==> config.mk <==
export PLATFORM = sky130hd
export DESIGN_NAME = tdm_scaler
export DESIGN_NICKNAME = d
export VERILOG_FILES = /design/src/hdl/tdm_pkg.sv /design/src/hdl/tdm_scaler.sv
export SDC_FILE = /design/constraint.sdc
export NUM_CORES = 2
export LEC_CHECK = 0
export BUFFER_PORTS_ARGS = -buffer_cell sky130_fd_sc_hd__buf_2
export CORE_ASPECT_RATIO = 0.6
export CORE_MARGIN = 4
export CORE_UTILIZATION = 50
export CTS_BUF_LIST = sky130_fd_sc_hd__clkbuf_8
export DETAILED_ROUTE_END_ITERATION = 8
export GPL_TIMING_DRIVEN = 0
export PLACE_DENSITY = 0.67
export SYNTH_ARGS = -nofsm -noshare
export SYNTH_HDL_FRONTEND = slang
export SYNTH_SLANG_ARGS = --single-unit
==> constraint.sdc <==
create_clock -name i_sys_clk -period 27.6 [get_ports i_sys_clk]
set_clock_uncertainty 0.05 [all_clocks]
set_input_delay 6.9 -clock i_sys_clk [delete_from_list [all_inputs] [get_ports i_sys_clk]]
set_output_delay 6.9 -clock i_sys_clk [all_outputs]
set_load 0.01 [all_outputs]
==> src/hdl/tdm_pkg.sv <==
// constants and types for the temporal direct motion scaler
`default_nettype none
package tdm_pkg;
	localparam int MV_W       = 16;
	localparam int DIST_W     = 9;
	localparam int SCALE_W    = 20;
	localparam int PROD_W     = 37;
	localparam int REF_W      = 5;
	localparam int PART_W     = 3;
	localparam int IDX_W      = 2;
	localparam logic signed [SCALE_W-1:0] SCALE_ONE = 20'sh00100;
	localparam logic signed [PROD_W-1:0]  ROUND_OFS = 37'sh0000000080;
	localparam int SHIFT      = 8;
	localparam int DIV_STEPS  = SCALE_W;
	typedef enum logic [1:0] {
		TDM_FRM_FRM,
		TDM_FLD_FLD,
		TDM_FLD_FRM,
		TDM_FRM_FLD
	} tdm_case_t;
endpackage
`default_nettype wire

==> src/hdl/tdm_scaler.sv <==
// temporal direct motion vector scaler, one block per request
`default_nettype none
module tdm_scaler
(
	// clock and reset
	input  wire logic                         i_sys_clk,
	input  wire logic                         i_rst_n,
	// request from parser
	input  wire logic                         i_req_valid,
	output logic                              o_req_ready,
	input  wire logic                         i_direct_derivation_select,
	input  wire logic                         i_pair_adaptive_coding_enable,
	input  wire logic                         i_cur_field,
	input  wire logic                         i_col_field,
	input  wire logic                         i_second_field,
	input  wire logic                         i_col_ref_own_field0,
	input  wire logic                         i_col_intra,
	input  wire logic                         i_col_long_term,
	input  wire logic [tdm_pkg::PART_W-1:0]   i_col_partition,
	input  wire logic [tdm_pkg::REF_W-1:0]    i_col_ref_l0,
	input  wire logic [tdm_pkg::REF_W-1:0]    i_recent_ref_l0,
	input  wire logic signed [tdm_pkg::MV_W-1:0] i_col_mv_x,
	input  wire logic signed [tdm_pkg::MV_W-1:0] i_col_mv_y,
	input  wire logic signed [tdm_pkg::DIST_W-1:0] i_current_to_list0_distance,
	input  wire logic signed [tdm_pkg::DIST_W-1:0] i_list1_to_list0_distance,
	input  wire logic [tdm_pkg::IDX_W-1:0]    i_blk_x,
	input  wire logic [tdm_pkg::IDX_W-1:0]    i_blk_y,
	// result to prediction
	output logic                              o_res_valid,
	input  wire logic                         i_res_ready,
	output logic                              o_spatial,
	output logic [tdm_pkg::PART_W-1:0]        o_partition,
	output logic [tdm_pkg::REF_W-1:0]         o_ref_l0,
	output logic                              o_ref_l1_field0,
	output logic                              o_ref_same_parity,
	output logic                              o_field_mode,
	output logic [tdm_pkg::IDX_W-1:0]         o_col_blk_x,
	output logic [tdm_pkg::IDX_W:0]           o_col_blk_y,
	output logic signed [tdm_pkg::MV_W-1:0]   o_forward_vector_x,
	output logic signed [tdm_pkg::MV_W-1:0]   o_forward_vector_y,
	output logic signed [tdm_pkg::MV_W-1:0]   o_backward_vector_x,
	output logic signed [tdm_pkg::MV_W-1:0]   o_backward_vector_y
);

	// ---------------------------------------------------------------
	// helpers
	// ---------------------------------------------------------------
	function automatic logic signed [tdm_pkg::MV_W-1:0] scale_mv
	(
		input logic signed [tdm_pkg::SCALE_W-1:0] f,
		input logic signed [tdm_pkg::MV_W-1:0]    mv
	);
		logic signed [tdm_pkg::PROD_W-1:0] p;
		p = tdm_pkg::PROD_W'(f) * tdm_pkg::PROD_W'(mv) + tdm_pkg::ROUND_OFS;
		scale_mv = tdm_pkg::MV_W'(p >>> tdm_pkg::SHIFT);
	endfunction

	// magnitude of a signed distance, full range kept unsigned
	function automatic logic [tdm_pkg::DIST_W-1:0] abs_dist
	(
		input logic signed [tdm_pkg::DIST_W-1:0] d
	);
		abs_dist = d[tdm_pkg::DIST_W-1] ? tdm_pkg::DIST_W'(-d) : tdm_pkg::DIST_W'(d);
	endfunction

	// frame/field combination of current and co-located macroblock
	function automatic tdm_pkg::tdm_case_t decode_case
	(
		input logic cur,
		input logic col
	);
		case ({cur, col})
			2'b11:   decode_case = tdm_pkg::TDM_FLD_FLD;
			2'b10:   decode_case = tdm_pkg::TDM_FLD_FRM;
			2'b01:   decode_case = tdm_pkg::TDM_FRM_FLD;
			default: decode_case = tdm_pkg::TDM_FRM_FRM;
		endcase
	endfunction

	// requests answered without the divider
	function automatic logic fast_path
	(
		input logic sel,
		input logic intra,
		input logic lt
	);
		fast_path = sel || intra || lt;
	endfunction

	typedef enum logic [1:0] {
		TDM_IDLE,
		TDM_DIV,
		TDM_SCALE,
		TDM_OUT
	} tdm_state_t;

	// ---------------------------------------------------------------
	// state
	// ---------------------------------------------------------------
	tdm_state_t                              state_r;
	tdm_pkg::tdm_case_t                      case_r;
	logic                                    neg_r;
	logic                                    lt_r;
	logic                                    intra_r;
	logic                                    spat_r;
	logic signed [tdm_pkg::MV_W-1:0]         mvx_r;
	logic signed [tdm_pkg::MV_W-1:0]         mvy_r;
	logic [tdm_pkg::SCALE_W-1:0]             num_r;
	logic [tdm_pkg::DIST_W-1:0]              den_r;
	logic [tdm_pkg::SCALE_W-1:0]             quo_r;
	logic [tdm_pkg::DIST_W:0]                rem_r;
	logic [4:0]                              cnt_r;
	logic [tdm_pkg::DIST_W:0]                rem_nxt;
	logic                                    take;

	assign o_req_ready = (state_r == TDM_IDLE);
	assign o_res_valid = (state_r == TDM_OUT);
	assign take        = i_req_valid && o_req_ready;
	assign rem_nxt     = {rem_r[tdm_pkg::DIST_W-1:0], num_r[tdm_pkg::SCALE_W-1]};

	// ---------------------------------------------------------------
	// sequencing
	// ---------------------------------------------------------------
	always_ff @(posedge i_sys_clk)
	begin
		if (!i_rst_n)
			state_r <= TDM_IDLE;
		else
		begin
			case (state_r)
				TDM_IDLE:
					if (take)
						state_r <= fast_path(i_direct_derivation_select, i_col_intra, i_col_long_term)
							? TDM_OUT : TDM_DIV;
				TDM_DIV:
					if (cnt_r == 5'h01)
						state_r <= TDM_SCALE;
				TDM_SCALE:
					state_r <= TDM_OUT;
				TDM_OUT:
					if (i_res_ready)
						state_r <= TDM_IDLE;
				default:
					state_r <= TDM_IDLE;
			endcase
		end
	end

	// ---------------------------------------------------------------
	// capture of request
	// ---------------------------------------------------------------
	always_ff @(posedge i_sys_clk)
	begin
		if (!i_rst_n)
		begin
			case_r  <= tdm_pkg::TDM_FRM_FRM;
			neg_r   <= 1'b0;
			lt_r    <= 1'b0;
			intra_r <= 1'b0;
			spat_r  <= 1'b0;
			mvx_r   <= 16'sh0000;
			mvy_r   <= 16'sh0000;
		end
		else if (take)
		begin
			case_r  <= decode_case(i_cur_field, i_col_field);
			// second field to own field 0 flips the current distance, in the field/field case only
			neg_r   <= i_second_field && i_col_ref_own_field0;
			lt_r    <= i_col_long_term;
			intra_r <= i_col_intra;
			spat_r  <= i_direct_derivation_select;
			mvx_r   <= i_col_mv_x;
			mvy_r   <= i_col_mv_y;
		end
	end

	// ---------------------------------------------------------------
	// unsigned restoring divide of |tdb|*256 by |tdd|
	// ---------------------------------------------------------------
	always_ff @(posedge i_sys_clk)
	begin
		if (!i_rst_n)
		begin
			num_r <= 20'h00000;
			den_r <= 9'h000;
			quo_r <= 20'h00000;
			rem_r <= 10'h000;
			cnt_r <= 5'h00;
		end
		else if (take)
		begin
			num_r <= tdm_pkg::SCALE_W'(abs_dist(i_current_to_list0_distance)) << tdm_pkg::SHIFT;
			den_r <= abs_dist(i_list1_to_list0_distance);
			quo_r <= 20'h00000;
			rem_r <= 10'h000;
			cnt_r <= 5'(tdm_pkg::DIV_STEPS);
		end
		else if (state_r == TDM_DIV)
		begin
			num_r <= {num_r[tdm_pkg::SCALE_W-2:0], 1'b0};
			cnt_r <= cnt_r - 5'h01;
			if (den_r != 9'h000 && rem_nxt >= {1'b0, den_r})
			begin
				rem_r <= rem_nxt - {1'b0, den_r};
				quo_r <= {quo_r[tdm_pkg::SCALE_W-2:0], 1'b1};
			end
			else
			begin
				rem_r <= rem_nxt;
				quo_r <= {quo_r[tdm_pkg::SCALE_W-2:0], 1'b0};
			end
		end
	end

	// sign of scale: tdb sign xor tdd sign, xor negation in the field/field case only
	logic sgn_r;
	always_ff @(posedge i_sys_clk)
	begin
		if (!i_rst_n)
			sgn_r <= 1'b0;
		else if (take)
			sgn_r <= i_current_to_list0_distance[tdm_pkg::DIST_W-1] ^ i_list1_to_list0_distance[tdm_pkg::DIST_W-1];
	end

	logic signed [tdm_pkg::SCALE_W-1:0] z_s;
	logic signed [tdm_pkg::SCALE_W-1:0] w_s;
	assign z_s = (sgn_r ^ (neg_r && case_r == tdm_pkg::TDM_FLD_FLD)) ? -$signed(quo_r) : $signed(quo_r);
	assign w_s = z_s - tdm_pkg::SCALE_ONE;

	// ---------------------------------------------------------------
	// forward vector
	// ---------------------------------------------------------------
	always_ff @(posedge i_sys_clk)
	begin
		if (!i_rst_n)
		begin
			o_forward_vector_x  <= 16'sh0000;
			o_forward_vector_y  <= 16'sh0000;
		end
		else if (take)
		begin
			if (i_col_intra || i_direct_derivation_select)
			begin
				o_forward_vector_x  <= 16'sh0000;
				o_forward_vector_y  <= 16'sh0000;
			end
			else if (i_col_long_term)
			begin
				o_forward_vector_x  <= i_col_mv_x;
				o_forward_vector_y  <= i_col_mv_y;
			end
		end
		else if (state_r == TDM_SCALE && !spat_r && !intra_r && !lt_r)
		begin
			o_forward_vector_x  <= scale_mv(z_s, mvx_r);
			o_forward_vector_y  <= scale_mv(z_s, mvy_r);
		end
	end

	// ---------------------------------------------------------------
	// backward vector
	// ---------------------------------------------------------------
	always_ff @(posedge i_sys_clk)
	begin
		if (!i_rst_n)
		begin
			o_backward_vector_x <= 16'sh0000;
			o_backward_vector_y <= 16'sh0000;
		end
		else if (take)
		begin
			if (fast_path(i_direct_derivation_select, i_col_intra, i_col_long_term))
			begin
				o_backward_vector_x <= 16'sh0000;
				o_backward_vector_y <= 16'sh0000;
			end
		end
		else if (state_r == TDM_SCALE && !spat_r && !intra_r && !lt_r)
		begin
			o_backward_vector_x <= scale_mv(w_s, mvx_r);
			o_backward_vector_y <= scale_mv(w_s, mvy_r);
		end
	end

	// ---------------------------------------------------------------
	// references, partition, spatial flag and field mode
	// ---------------------------------------------------------------
	always_ff @(posedge i_sys_clk)
	begin
		if (!i_rst_n)
		begin
			o_spatial         <= 1'b0;
			o_partition       <= 3'h0;
			o_ref_l0          <= 5'h00;
			o_ref_l1_field0   <= 1'b0;
			o_ref_same_parity <= 1'b0;
			o_field_mode      <= 1'b0;
		end
		else if (take)
		begin
			o_spatial    <= i_direct_derivation_select;
			o_partition  <= i_col_partition;
			o_ref_l0     <= i_col_intra ? i_recent_ref_l0 : i_col_ref_l0;
			// frame over field and first field over field take list 1 field 0
			o_ref_l1_field0   <= (i_cur_field && i_col_field && !i_second_field)
				|| (!i_cur_field && i_col_field);
			o_ref_same_parity <= i_cur_field && !i_col_field;
			o_field_mode <= i_pair_adaptive_coding_enable ? i_col_field : i_cur_field;
		end
	end

	// ---------------------------------------------------------------
	// co-located block position
	// ---------------------------------------------------------------
	always_ff @(posedge i_sys_clk)
	begin
		if (!i_rst_n)
		begin
			o_col_blk_x <= 2'h0;
			o_col_blk_y <= 3'h0;
		end
		else if (take)
		begin
			o_col_blk_x <= i_blk_x;
			case (decode_case(i_cur_field, i_col_field))
				tdm_pkg::TDM_FLD_FRM: o_col_blk_y <= {i_blk_y, 1'b0};
				tdm_pkg::TDM_FRM_FLD: o_col_blk_y <= {2'b00, i_blk_y[1]};
				default:              o_col_blk_y <= {1'b0, i_blk_y};
			endcase
		end
	end

endmodule
`default_nettype wire

==> metrics.csv <==
stage,metric,value,unit
floorplanning,io pins,162,
sta,final hold vios,0,
logic_synthesis,"EDFF count, synth",0,
clock_tree,"Setup Fix Bufs, Post-CTS",0,
clock_tree,TritonCTS buffer count,17,
clock_tree,H-Tree Depth,4,
logic_synthesis,synth warn,0,
global_route,initial antenna violation count,12,
hold_path,Hold Path Origin,o_backward_vector_x[15],
sta,final setup TNS,0,ns
pwr,Cell Pwr Density,96.9,nW/um2
placement,dpl hpwl,103000,um
finish,Fill cells,6459,
hold_path,Min-Delay Path Class,reg2reg,
drt,DRC viols,0,
clock_tree,clk_lat worst skew,0.55,ns
setup_path,Critical Path AT,14.43,ns
setup_path,CP Class,reg2reg,
clock_tree,cts repair resizes,0,
sta,max-slew violations,0,
setup_path,reg2reg start,quo_r[0],
drt,initial drt markers,2881,
drt,Via-to-Cell Ratio,5.56,
setup_path,Worst setup SP type,register,
floorplanning,Die H,211,um
sta,RSZ-0062 raised after global routing,no,
drt,final wirelength,123000,um
sta,Final min period,14.02,ns
logic_synthesis,Netlist Area Pre-Place,34500,um2
pwr,Final Power,0.00357,W
clock_tree,Root Buffer,clkbuf_8,
flow_run,maxcap violations,0,
clock_tree,Clock Sinks,176,
sta,final cycle utilization of the critical path,50.8,%
clock_tree,clock-pin transition on the worst setup and hold timing paths,0.11,ns
floorplanning,chip width,347,um
sta,Worst Tran Pin Value,1.44,ns
setup_path,r2r endpoint,o_backward_vector_y[15],
logic_synthesis,ys async rst share,0,%
setup_path,R2R cell count,36,
setup_path,slowest CP cell,xor2_1,
logic_synthesis,Synth cell types,78,
logic_synthesis,prevailing post-synth register cell,dfxtp_1,
setup_path,"Req. time, crit path",28.01,ns
logic_synthesis,number of synthesized register bits,176,
global_route,largest net degree at the start of global routing,20,
setup_path,R2R Setup Slk,13.58,ns
logic_synthesis,Syn Nets,4914,
logic_synthesis,Mean Syn Cell Area,8.78,um2
clock_tree,CTS tree,built,
sta,setup violators final,0,
clock_tree,Bufs on Longest Clock Path,2,
floorplanning,DIE AREA,73400,um2
run_status,status,"finished, final reports clean",
floorplanning,Starting Density,50.6,%
setup_path,Worst Path Max Fanout,10,
floorplanning,Core ar.,68100,um2
global_route,first-pass GRT wire length,183000,um
sta,Max-slew headroom,3.61,%
clock_tree,# hold bufs at CTS,0,
floorplanning,num rows,74,
drt,drt first pass iters,5,
placement,I/O Buffers,157,
pwr,Max IR drop VDD,0.190,mV
setup_path,Setup crit end kind,register,
hold_path,hold path depth,2,
hold_path,WHS Endpoint,o_backward_vector_x[15],
setup_path,critical path's largest stage delay,0.94,ns
pwr,Lkg Pwr,17.8,nW
finish,final-stage net count,5090,
global_route,via count of the first global-routing pass,27956,
drt,DR WL/cell,24.4,um
finish,layout cells sized above 1,5.49,%
drt,Antenna Nets Post-Route,0,
placement,GPL Wtd Cong,1.05,
sta,FMAX,71.3,MHz
finish,Area Overhead vs Synth,6.80,%
drt,via count,27991,
logic_synthesis,Mapped Cells,3929,
logic_synthesis,"Seq/Total Area, Yosys",10.2,%
global_route,Overflow after GRT,0,
sta,hold_ws,0.406,ns
global_route,Total Routing Usage GR,34.1,%
-- through the flow --
step	setup slack, ns	instance area, um2	utilization (%)	cells
global route	13.27	36800	54.0	5030
CTS	14.09	36800	54.0	5030
global placement	14.46	36400	53.4	4998
finish	13.58	36800	54.1	5034
detailed placement	14.13	36400	53.4	4998
floorplan	18.37	34500	-	3929
-- Yosys cell counts, types with 5 or more instances --
| library cell | count | share of area [%] |
|---|---|---|
| and2_1 | 344 | 6.2 |
| nor2_1 | 155 | 1.7 |
| o21a_1 | 6 | 0.13 |
| xnor2_1 | 129 | 3.3 |
| xnor3_1 | 13 | 0.85 |
| mux2i_1 | 51 | 1.5 |
| nor3_1 | 34 | 0.49 |
| dfxtp_1 | 176 | 10 |
| a211oi_1 | 39 | 0.85 |
| clkbuf_1 | 196 | 2.1 |
| a31oi_1 | 6 | 0.11 |
| fa_1 | 677 | 39 |
| nand3_1 | 13 | 0.19 |
| o31ai_1 | 12 | 0.26 |
| a22oi_1 | 19 | 0.41 |
| nand2b_1 | 20 | 0.36 |
| buf_2 | 7 | 0.10 |
| o211ai_1 | 7 | 0.15 |
| nor2b_1 | 39 | 0.71 |
| ha_1 | 229 | 8.3 |
| xor2_1 | 57 | 1.4 |
| o21ai_0 | 44 | 0.64 |
| a21o_1 | 16 | 0.35 |
| a21oi_1 | 102 | 1.5 |
| nand4_1 | 14 | 0.25 |
| nor4_1 | 8 | 0.15 |
| nand2_1 | 513 | 5.6 |
| o21bai_1 | 5 | 0.11 |
| nand3b_1 | 6 | 0.13 |
| buf_1 | 10 | 0.11 |
| inv_1 | 864 | 9.4 |
| a221oi_1 | 24 | 0.61 |
| or3_1 | 7 | 0.13 |
-- logic make-up after synthesis --
kind of cell | synth area share [%]
and+or+nand+nor | 16.9
buffers and inverters | 11.9
adders and majority gates | 47.6
AOI/OAI and AO/OA | 6.09
xor gates and xnor gates | 5.74
DFF | 10.2
muxes | 1.55
-- worst max path at each step --
| stage | start | endpoint | slack [ns] |
|---|---|---|---|
| floorplan | quo_r[0] | o_backward_vector_y[14] | 18.37 |
| global placement | quo_r[0] | o_backward_vector_y[14] | 14.46 |
| detailed placement | quo_r[0] | o_backward_vector_y[14] | 14.13 |
| CTS | quo_r[0] | o_backward_vector_y[14] | 14.09 |
| global route | quo_r[0] | o_backward_vector_y[14] | 13.27 |
| finish | quo_r[0] | o_backward_vector_y[15] | 13.58 |
-- cells in the final DEF (no fill, tap or decap), types with 8 or more instances in the layout --
cell type and n:
dfxtp_1 176, o31ai_1 12, nand2b_1 20, nor2_1 155, a22oi_1 19, nand3_1 13, inv_1 864, nor2b_1 39
a221oi_1 24, buf_1 10, clkbuf_8 17, xor2_1 57, xnor3_1 13, buf_2 164, xnor2_1 128, o21ai_0 44
a211oi_1 39, a21oi_1 102, nor4_1 8, and2_1 344, nand4_1 14, a21o_1 16, fa_1 677, clkbuf_1 196
nor3_1 33, ha_1 229, nand2_1 513, mux2i_1 51
-- flip-flops by register name (all words and copies together) (netlist names), 2 cells and up --
signal / cells
o_col_blk_x: 2
o_ref_l0: 5
o_backward_vector_x: 16
o_forward_vector_x: 16
o_partition: 3
cnt_r: 5
rem_r: 9
o_forward_vector_y: 16
state_r: 2
o_col_blk_y: 3
case_r: 2
mvx_r: 16
den_r: 9
mvy_r: 16
quo_r: 20
num_r: 12
o_backward_vector_y: 16
-- worst max-delay path: cells and delay by family, from the launching register on --
family	cells	cell delay, ns
and+or+nand+nor	5	1.13
AOI/OAI and AO/OA	3	0.51
xor gates and xnor gates	11	3.83
adders and majority gates	8	3.61
DFF	1	0.67
buffers and inverters	9	4.06
-- power breakdown --
group          internal [W]  total (W)  switching, W  leakage [nW]
sequential         0.000313   0.000361     0.0000484          1.44
clock             0.0000677   0.000194      0.000126         0.197
combinational       0.00118    0.00301       0.00184          16.2
-- area by class of cell --
cell class	count	area [um2]	area share [%]
inverters	866	3250	8.83
well taps	912	1140	3.10
clock inverters	15	161	0.438
clock buffers	17	234	0.635
multi-input cells	2671	26900	73.0
flip-flops and latches	176	3520	9.57
repair buffers	157	786	2.13
diodes	4	10.0	0.0272
plain buffers	216	838	2.28
-- metal layers --
metal  vias to the layer above  wire [um]  track usage [%]
li1                      12083          -                -
met1                     13994      54100             51.1
met2                      1695      45900             44.2
met3                       209      19600             15.7
met4                        10       2940             7.58
met5                         -         57                0
(Power assumes the default switching activity.)
